==> config.mk <==
export PLATFORM = sky130hd
export DESIGN_NAME = dam_monitor
export DESIGN_NICKNAME = d
export VERILOG_FILES = /design/src/inc/dam_pkg.sv /design/src/inc/dam_flag_if.sv /design/src/verilog/dam_interval.sv /design/src/verilog/dam_integrator.sv /design/src/verilog/dam_monitor.sv
export SDC_FILE = /design/constraint.sdc
export NUM_CORES = 1
export LEC_CHECK = 0
export BUFFER_PORTS_ARGS = -buffer_cell sky130_fd_sc_hd__buf_2
export CORE_MARGIN = 4
export CORE_UTILIZATION = 54
export DETAILED_ROUTE_END_ITERATION = 10
export MAX_ROUTING_LAYER = met4
export PLACE_DENSITY_LB_ADDON = 0.08
export RECOVER_POWER = 50
export REMOVE_ABC_BUFFERS = 1
export SLEW_MARGIN = 40
export SYNTH_ARGS = -nofsm -noshare
export SYNTH_HDL_FRONTEND = slang
export SYNTH_HIERARCHICAL = 1
export SYNTH_SLANG_ARGS = --single-unit
==> constraint.sdc <==
create_clock -name aclk -period 4.15 [get_ports aclk]
set_input_delay 0.6225 -clock aclk [delete_from_list [all_inputs] [get_ports aclk]]
set_output_delay 0.6225 -clock aclk [all_outputs]
set_load 0.02 [all_outputs]
==> src/inc/dam_pkg.sv <==
// constants of the ds1 receive alarm monitor
package dam_pkg;
  localparam int unsigned ADDR_W = 8;
  localparam int unsigned DATA_W = 32;
  // register indexes; byte address is four times the index
  localparam logic [7:0] IDX_BLKEN = 8'h01;
  localparam logic [7:0] IDX_STAT  = 8'h02;
  localparam logic [7:0] IDX_AEEN  = 8'h03;
  localparam logic [7:0] IDX_CTRL  = 8'h04;
  // field positions
  localparam int unsigned BLK_AE_BIT   = 1;
  localparam int unsigned EN_AIS_BIT   = 1;
  localparam int unsigned EN_RED_BIT   = 2;
  localparam int unsigned ST_AISC_BIT  = 1;
  localparam int unsigned ST_REDC_BIT  = 2;
  localparam int unsigned ST_AIS_BIT   = 6;
  localparam int unsigned ST_RED_BIT   = 7;
  localparam int unsigned CTRL_RUR_BIT = 0;
  localparam logic [7:0]  REG_RST      = 8'h00;
  // axi responses
  localparam logic [1:0] RESP_OKAY   = 2'h0;
  localparam logic [1:0] RESP_DECERR = 2'h3;
  // alarm integration
  localparam int unsigned RED_W      = 6;
  localparam logic [5:0]  RED_THR    = 6'h3F;
  localparam int unsigned AIS_W      = 8;
  localparam logic [7:0]  AIS_THR    = 8'hFF;
  localparam logic [4:0]  AIS_NEED   = 5'h16;
  localparam logic [4:0]  AIS_CNTMAX = 5'h1F;
  // interval timing
  localparam int unsigned CLK_PERIOD_NS = 20;
  localparam int unsigned INTERVAL_MS   = 6;
  localparam int unsigned INTERVAL_CYC  = INTERVAL_MS * 1000000 / CLK_PERIOD_NS;
  localparam int unsigned IVL_W         = 19;
endpackage

==> src/inc/dam_flag_if.sv <==
// interval flag and alarm state between monitor and integrator
`timescale 1ns/1ps
interface dam_flag_if;
  logic tick;
  logic flag;
  logic state;
  logic chg;
  modport src (output tick, output flag, input state, input chg);
  modport itg (input tick, input flag, output state, output chg);
endinterface

==> src/verilog/dam_interval.sv <==
// free running interval timer, one tick per interval
`timescale 1ns/1ps
module dam_interval #(
  parameter int unsigned CYC = dam_pkg::INTERVAL_CYC
) (
  input  wire logic aclk,
  input  wire logic aresetn,
  output logic      tick
);
  typedef struct packed {
    logic [dam_pkg::IVL_W-1:0] cnt;
    logic                      tick;
  } dam_ivl_t;

  localparam logic [dam_pkg::IVL_W-1:0] LAST = (dam_pkg::IVL_W)'(CYC - 1);

  dam_ivl_t q;
  dam_ivl_t d;

  always_comb begin
    d = q;
    d.tick = 1'b0;
    if (q.cnt == LAST) begin
      d.cnt = '0;
      d.tick = 1'b1;
    end else begin
      d.cnt = q.cnt + 1'b1;
    end
  end

  always_ff @(posedge aclk) begin
    if (!aresetn) begin
      q <= '0;
    end else begin
      q <= d;
    end
  end

  assign tick = q.tick;
endmodule

==> src/verilog/dam_integrator.sv <==
// up/down flag counter that declares and removes one alarm
`timescale 1ns/1ps
module dam_integrator #(
  parameter int unsigned W   = 8,
  parameter logic [W-1:0] THR = '1
) (
  input  wire logic aclk,
  input  wire logic aresetn,
  dam_flag_if.itg   f
);
  typedef struct packed {
    logic [W-1:0] cnt;
    logic         state;
    logic         chg;
  } dam_itg_t;

  dam_itg_t q;
  dam_itg_t d;

  always_comb begin
    d = q;
    d.chg = 1'b0;
    if (f.tick) begin
      if (f.flag && q.cnt != THR) begin
        d.cnt = q.cnt + 1'b1;
      end else if (!f.flag && q.cnt != '0) begin
        d.cnt = q.cnt - 1'b1;
      end
      // hysteresis: declared at the top, removed only at zero
      if (d.cnt == THR && !q.state) begin
        d.state = 1'b1;
        d.chg = 1'b1;
      end else if (d.cnt == '0 && q.state) begin
        d.state = 1'b0;
        d.chg = 1'b1;
      end
    end
  end

  always_ff @(posedge aclk) begin
    if (!aresetn) begin
      q <= '0;
    end else begin
      q <= d;
    end
  end

  assign f.state = q.state;
  assign f.chg = q.chg;
endmodule

==> src/verilog/dam_monitor.sv <==
// ds1 receive ais and red alarm monitor with axi4-lite registers
// Contract
// - alarm enable register bit 1 permits the ais change interrupt
// - block enable register bit 1 gates every alarm interrupt
// - status bit 6 reads one while ais is declared
// - any ais state change sets sticky status bit 1
// - with reset-upon-read, a status read clears change bits and interrupt
// - change bits stay set until software clears them
// - time runs in 6 ms intervals; any frame loss flags the interval
// - each flagged interval counts up; red alarm declared at 63
// - each unflagged interval counts down; red alarm removed at zero
// - alarm enable bit 2 permits the red change and frame loss interrupt
// - red state bit reads one while red alarm is declared
// - a red state change sets the sticky red change bit
// - interval flags ais when at least 22 detections occur in it
// - ais counter counts up to 255 to declare, down to zero to remove
// - red change bit sits at status bit 2, cleared by a write of one or by a status read with reset-upon-read
// - red state bit sits at status bit 7
`timescale 1ns/1ps
module dam_monitor #(
  parameter int unsigned INTERVAL_CYC = dam_pkg::INTERVAL_CYC
) (
  input  wire logic                        aclk,
  input  wire logic                        aresetn,
  input  wire logic [dam_pkg::ADDR_W-1:0]  s_axi_awaddr,
  input  wire logic                        s_axi_awvalid,
  output logic                             s_axi_awready,
  input  wire logic [dam_pkg::DATA_W-1:0]  s_axi_wdata,
  input  wire logic [3:0]                  s_axi_wstrb,
  input  wire logic                        s_axi_wvalid,
  output logic                             s_axi_wready,
  output logic [1:0]                       s_axi_bresp,
  output logic                             s_axi_bvalid,
  input  wire logic                        s_axi_bready,
  input  wire logic [dam_pkg::ADDR_W-1:0]  s_axi_araddr,
  input  wire logic                        s_axi_arvalid,
  output logic                             s_axi_arready,
  output logic [dam_pkg::DATA_W-1:0]       s_axi_rdata,
  output logic [1:0]                       s_axi_rresp,
  output logic                             s_axi_rvalid,
  input  wire logic                        s_axi_rready,
  input  wire logic                        frame_loss,
  input  wire logic                        ais_detect,
  output logic                             ais_alarm,
  output logic                             red_alarm,
  output logic                             irq,
  output logic                             rx_frame_loss_irq
);
  typedef struct packed {
    logic       lof_s1;
    logic       lof_s2;
    logic       ais_s1;
    logic       ais_s2;
    logic       ais_s3;
    logic       lof_seen;
    logic [4:0] ais_cnt;
    logic       blk_en;
    logic       en_ais;
    logic       en_red;
    logic       rur;
    logic       st_ais;
    logic       st_red;
    logic       irq;
    logic       lof_irq;
    logic       aw_got;
    logic [7:0] awaddr;
    logic       w_got;
    logic [7:0] wdata;
    logic       wstrb0;
    logic       awready;
    logic       wready;
    logic       bvalid;
    logic [1:0] bresp;
    logic       arready;
    logic       rvalid;
    logic [1:0] rresp;
    logic [7:0] rdata;
  } dam_state_t;

  dam_state_t q;
  dam_state_t d;

  logic       tick;
  logic       lof_now;
  logic [4:0] ais_tot;
  logic       ais_edge;
  logic       wr_go;
  logic       rd_go;

  dam_flag_if ais_f ();
  dam_flag_if red_f ();

  dam_interval #(
    .CYC (INTERVAL_CYC)
  ) u_interval (
    .aclk    (aclk),
    .aresetn (aresetn),
    .tick    (tick)
  );

  dam_integrator #(
    .W   (dam_pkg::AIS_W),
    .THR (dam_pkg::AIS_THR)
  ) u_ais (
    .aclk    (aclk),
    .aresetn (aresetn),
    .f       (ais_f.itg)
  );

  dam_integrator #(
    .W   (dam_pkg::RED_W),
    .THR (dam_pkg::RED_THR)
  ) u_red (
    .aclk    (aclk),
    .aresetn (aresetn),
    .f       (red_f.itg)
  );

  // one-hot register select: block enable, status, alarm enable, control
  function automatic logic [3:0] reg_sel(input logic [7:0] addr);
    logic [7:0] idx;
    idx = {2'h0, addr[7:2]};
    reg_sel = {idx == dam_pkg::IDX_CTRL, idx == dam_pkg::IDX_AEEN,
               idx == dam_pkg::IDX_STAT, idx == dam_pkg::IDX_BLKEN};
  endfunction

  // the event of the current cycle still belongs to the ending interval
  assign ais_edge = q.ais_s2 & ~q.ais_s3;
  assign lof_now = q.lof_seen | q.lof_s2;
  assign ais_tot = (q.ais_cnt == dam_pkg::AIS_CNTMAX) ? q.ais_cnt
                   : q.ais_cnt + {4'h0, ais_edge};

  assign red_f.tick = tick;
  assign red_f.flag = lof_now;
  assign ais_f.tick = tick;
  assign ais_f.flag = (ais_tot >= dam_pkg::AIS_NEED);

  assign wr_go = q.aw_got & q.w_got & ~q.bvalid;
  assign rd_go = q.arready & s_axi_arvalid;

  always_comb begin
    logic [3:0] wsel;
    logic [3:0] rsel;
    logic [7:0] stat;
    logic       clr_ais;
    logic       clr_red;
    wsel = reg_sel(q.awaddr);
    rsel = reg_sel(s_axi_araddr);
    stat = dam_pkg::REG_RST;
    clr_ais = 1'b0;
    clr_red = 1'b0;
    d = q;

    // two-flop synchronisers; the second stage is read, and ais_s3 too for the ais edge
    d.lof_s1 = frame_loss;
    d.lof_s2 = q.lof_s1;
    d.ais_s1 = ais_detect;
    d.ais_s2 = q.ais_s1;
    d.ais_s3 = q.ais_s2;

    if (tick) begin
      d.lof_seen = 1'b0;
      d.ais_cnt = '0;
    end else begin
      d.lof_seen = lof_now;
      d.ais_cnt = ais_tot;
    end

    stat[dam_pkg::ST_AIS_BIT] = ais_f.state;
    stat[dam_pkg::ST_RED_BIT] = red_f.state;
    stat[dam_pkg::ST_AISC_BIT] = q.st_ais;
    stat[dam_pkg::ST_REDC_BIT] = q.st_red;

    // write channel: address and data taken in either order
    if (q.awready && s_axi_awvalid) begin
      d.aw_got = 1'b1;
      d.awaddr = s_axi_awaddr;
    end
    if (q.wready && s_axi_wvalid) begin
      d.w_got = 1'b1;
      d.wdata = s_axi_wdata[7:0];
      d.wstrb0 = s_axi_wstrb[0];
    end
    if (q.bvalid && s_axi_bready) begin
      d.bvalid = 1'b0;
    end
    if (wr_go) begin
      d.aw_got = 1'b0;
      d.w_got = 1'b0;
      d.bvalid = 1'b1;
      d.bresp = (wsel == 4'h0) ? dam_pkg::RESP_DECERR : dam_pkg::RESP_OKAY;
      if (q.wstrb0) begin
        if (wsel[0]) begin
          d.blk_en = q.wdata[dam_pkg::BLK_AE_BIT];
        end
        if (wsel[2]) begin
          d.en_ais = q.wdata[dam_pkg::EN_AIS_BIT];
          d.en_red = q.wdata[dam_pkg::EN_RED_BIT];
        end
        if (wsel[3]) begin
          d.rur = q.wdata[dam_pkg::CTRL_RUR_BIT];
        end
        if (wsel[1]) begin
          clr_ais = q.wdata[dam_pkg::ST_AISC_BIT];
          clr_red = q.wdata[dam_pkg::ST_REDC_BIT];
        end
      end
    end
    d.awready = ~d.aw_got;
    d.wready = ~d.w_got;

    // read channel
    if (q.rvalid && s_axi_rready) begin
      d.rvalid = 1'b0;
    end
    if (rd_go) begin
      d.rvalid = 1'b1;
      d.rresp = (rsel == 4'h0) ? dam_pkg::RESP_DECERR : dam_pkg::RESP_OKAY;
      d.rdata = 8'h00;
      if (rsel[0]) begin
        d.rdata[dam_pkg::BLK_AE_BIT] = q.blk_en;
      end
      if (rsel[1]) begin
        d.rdata = stat;
        if (q.rur) begin
          clr_ais = 1'b1;
          clr_red = 1'b1;
        end
      end
      if (rsel[2]) begin
        d.rdata[dam_pkg::EN_AIS_BIT] = q.en_ais;
        d.rdata[dam_pkg::EN_RED_BIT] = q.en_red;
      end
      if (rsel[3]) begin
        d.rdata[dam_pkg::CTRL_RUR_BIT] = q.rur;
      end
    end
    d.arready = ~d.rvalid;

    // set beats clear so a change in the clearing cycle is kept
    d.st_ais = (q.st_ais & ~clr_ais) | ais_f.chg;
    d.st_red = (q.st_red & ~clr_red) | red_f.chg;

    d.irq = q.blk_en & ((d.st_ais & q.en_ais) | (d.st_red & q.en_red));
    d.lof_irq = q.blk_en & d.st_red & q.en_red;
  end

  always_ff @(posedge aclk) begin
    if (!aresetn) begin
      q <= '0;
    end else begin
      q <= d;
    end
  end

  assign s_axi_awready = q.awready;
  assign s_axi_wready = q.wready;
  assign s_axi_bvalid = q.bvalid;
  assign s_axi_bresp = q.bresp;
  assign s_axi_arready = q.arready;
  assign s_axi_rvalid = q.rvalid;
  assign s_axi_rresp = q.rresp;
  assign s_axi_rdata = {24'h000000, q.rdata};
  assign ais_alarm = ais_f.state;
  assign red_alarm = red_f.state;
  assign irq = q.irq;
  assign rx_frame_loss_irq = q.lof_irq;

  logic rd_stat;
  assign rd_stat = rd_go && reg_sel(s_axi_araddr) == 4'h2;
endmodule

==> out/results.tsv <==
stage	metric	value	unit
sta	setup_viol	0	
route	num_vias	3600	
placement	place_ws	732	ps
clock_tree	clock_latency	360	ps
setup_path	path_max_fanout	11	
sta	fin_setup_tns	0	ps
sta	drv_slew	55	
placement	io_buffers	42	
setup_path	path_buf_inv	1	
synth	ys.flop_type	dfxtp_1	
floorplan	die_h	100	µm
sta	finalCriticalPeriod	3420	ps
synth	synth_top_area_share	35.2	%
global_route	grt_max_degree	55	
route	antenna_left	0	
global_route	antenna_found_initial	0	
power	powerDensity	304	mW/mm²
synth	yosys.cell_types.count	72	
global_route	gr-usage-all-layers	18.4	%
floorplan	num_io_pins	106	
floorplan	die-width	100	µm
setup_path	required	4440	ps
sta	post-route-period-util	82.5	%
cells_and_area	area_growth	5.08	%
synth	synth-edff-count	0	
synth	synthArstFlopShare	0	%
cells_and_area	num-fill-cells	768	
global_route	grt_pass1_wl	14800	µm
power	leakage	0.00182	µW
synth	syn_inst	535	
power	switching_share	27.1	%
setup_path	startpoint_type	flip-flop	
sta	clock_skew	13.4	ps
cells_and_area	layout-drive-gt1-share	12.6	%
clock_tree	cts.path.max_buffers	2	
sta	clock.fmax	0.292	GHz
floorplan	fp.dieArea	0.0101	mm²
power	p_seq_share	54.8	%
setup_path	path_cells	nor2b_1 > ha_1 > ha_1 > nand3_1 > xor2_1 > and2_1 > a31oi_1 > buf_4 > nor4_1 > nor3b_1 > a21oi_1 > o21ai_1 > nand3_1 > nor3_1 > a31o_1	
floorplan	coreArea	0.00826	mm²
cells_and_area	antenna_cells	0	
synth	ys.warnings.count	6	
setup_path	critPathSlowestCell	nor4_1	
synth	syn_area	0.00460	mm²
hold_path	hold_path.class	reg -> reg	
setup_path	worstPathArrival	3710	ps
clock_tree	post_cts_resized	0	
placement	gp_congestion	0.839	
power	p_comb_share	7.7	%
clock_tree	cts_tree	done	
clock_tree	cts_hold_buf	0	
synth	avgSynthCellArea	8.60	µm²
setup_path	critPathCaptureType	flip-flop	
synth	yosys_register_bits	81	
outcome	violations	capacitance limit, slew limit	
global_route	grt_overflow	0	
setup_path	path_class	reg -> reg	
setup_path	cp_top_family	simple AND/OR/NAND/NOR gates	
floorplan	fp-row-count	33	
route	dr.pass1.iters	4	
setup_path	slowest_delay	480	ps
sta	slew_headroom	-35.4	%
floorplan	initial_core_util	55.7	%
power	p_clk_share	37.5	%
sta	hold_viol_final	0	
clock_tree	postCtsSetupBuffers	0	
clock_tree	root_buffer	clkbuf_8	
power	p_int	1070	µW
synth	yosys-top-cells-area	dfxtp_1 (35%), buf_4 (5.9%), nand2_1 (4.4%)	
flow_run	max-cap-violations	1	
placement	dpl.hpwl	6370	µm
sta	rsz0062_at_grt	false	
route	drc	0	
synth	ys_seq_area_share	35.2	%
sta	setup_slack	727	ps
route	totalWireLength	8940	µm
clock_tree	cts.clk_slew.worst_paths	100	ps
route	via_per_inst	5.40	
cells_and_area	final_nets	627	
sta	worst_slew_pin_slew	2030	ps
clock_tree	cts_buffers	9	
power	ir_drop	0.000209	V
global_route	grt_pass1_vias	3229	
route	routedWlPerCell	13.4	µm
outcome	status	complete, but fails checks	
route	drtIter0Drc	82	
clock_tree	htree_levels	3	
power	p_switching	398	µW
clock_tree	clock_sinks	81	
synth	yosysTopAreaCell	dfxtp_1	
cells_and_area	fin_util	58.6	%
==> registers in the layout, indices dropped and copies added, names as in the netlist, 3 cells and up <==
| register | flops |
|---|---|
| u_interval/q | 19 |
| s_axi_rdata | 5 |
| u_ais/q | 8 |
| u_red/q | 6 |
| d | 3 |
| q | 26 |
==> area by class of cell <==
| cell class | instances | area (µm²) | share of cell area (%) |
|---|---|---|---|
| Clock buffer | 10 | 138 | 2.85 |
| Clock inverter | 6 | 51.3 | 1.06 |
| Inverter | 22 | 82.6 | 1.71 |
| Multi-Input combinational cell | 400 | 2610 | 53.9 |
| Sequential cell | 81 | 1620 | 33.5 |
| Tap cell | 105 | 131 | 2.72 |
| Timing Repair Buffer | 43 | 203 | 4.19 |
==> path summary, 6_finish.rpt <==
kind | depth (start not counted) | endpoint | slack [ps] | startpoint
worst max-delay path | 15 | u_ais/f.chg | 730 | d[50]
worst min-delay path | 1 | d[50] | 440 | d[51]
worst max register to register | 15 | u_ais/f.chg | 730 | d[50]
worst min register to register | 1 | d[50] | 440 | d[51]
==> stage by stage <==
stage / std cells / cell area [µm²] / power [µW] / hold WS (ps)
final: 667 / 4840 / 1470 / 445
after global routing: 667 / 4840 / 1530 / 456
after CTS: 667 / 4850 / 1490 / 448
after detailed placement: 651 / 4660 / 937 / 425
after global placement: 651 / 4660 / 935 / 421
after floorplan: 503 / 4310 / 899 / 412
==> synthesized netlist by cell type, types with 8 or more instances <==
master,number
o21ai_0,10
nor4_1,9
nor2_1,37
xor2_1,12
xnor2_1,20
inv_1,22
and2_1,18
dfxtp_1,81
nand4_1,8
nand2b_1,9
nand3_1,22
ha_1,9
mux2i_1,13
a21boi_0,14
buf_4,36
nor2b_1,20
clkbuf_1,13
a21oi_1,13
nor3_1,16
nand2_1,54
==> power groups by stage <==
| stage | Clock (µW) | Combinational [µW] | Sequential, µW |
|---|---|---|---|
| after floorplan | 0 | 71.2 | 828 |
| after global placement | 0 | 111 | 823 |
| after detailed placement | 0 | 114 | 824 |
| after CTS | 566 | 114 | 805 |
| after global routing | 599 | 126 | 808 |
| final | 551 | 113 | 805 |
==> placed cells by master, fill, tap and decap left out, drive strengths merged, types with 3 or more instances in the layout <==
cell type,n
nand3,22
nand2b,9
xor2,12
buf,31
o31a,3
ha,9
nor3,17
or3,8
mux2i,13
and2,18
a31oi,6
nand4,9
conb,27
clkinv,3
nor2,37
or3b,3
xnor2,20
and4,4
or4b,3
inv,24
a21boi,14
o21ai,11
a21oi,14
o22ai,5
dfxtp,81
nor4b,3
clkbuf,22
nand2,54
nor3b,4
and3,7
nor4,12
nor2b,20
==> cells by family after synthesis <==
| kind of cell | share of synthesized area, % |
|---|---|
| other | 0.0815 |
| muxes | 3.07 |
| buffers and inverters | 10.2 |
| and+or+nand+nor | 29.6 |
| AOI/OAI and AO/OA | 13.3 |
| adders and majority gates | 2.45 |
| xor gates and xnor gates | 6.09 |
| DFF | 35.2 |
==> metal layers <==
metal | routed length, µm | GRT usage (%)
met5 | 0 | -
met1 | 4220 | 23.5
met3 | 545 | 4.31
met2 | 4080 | 29.1
met4 | 102 | 5.39
Note: power is estimated with default switching activity, not from simulation.
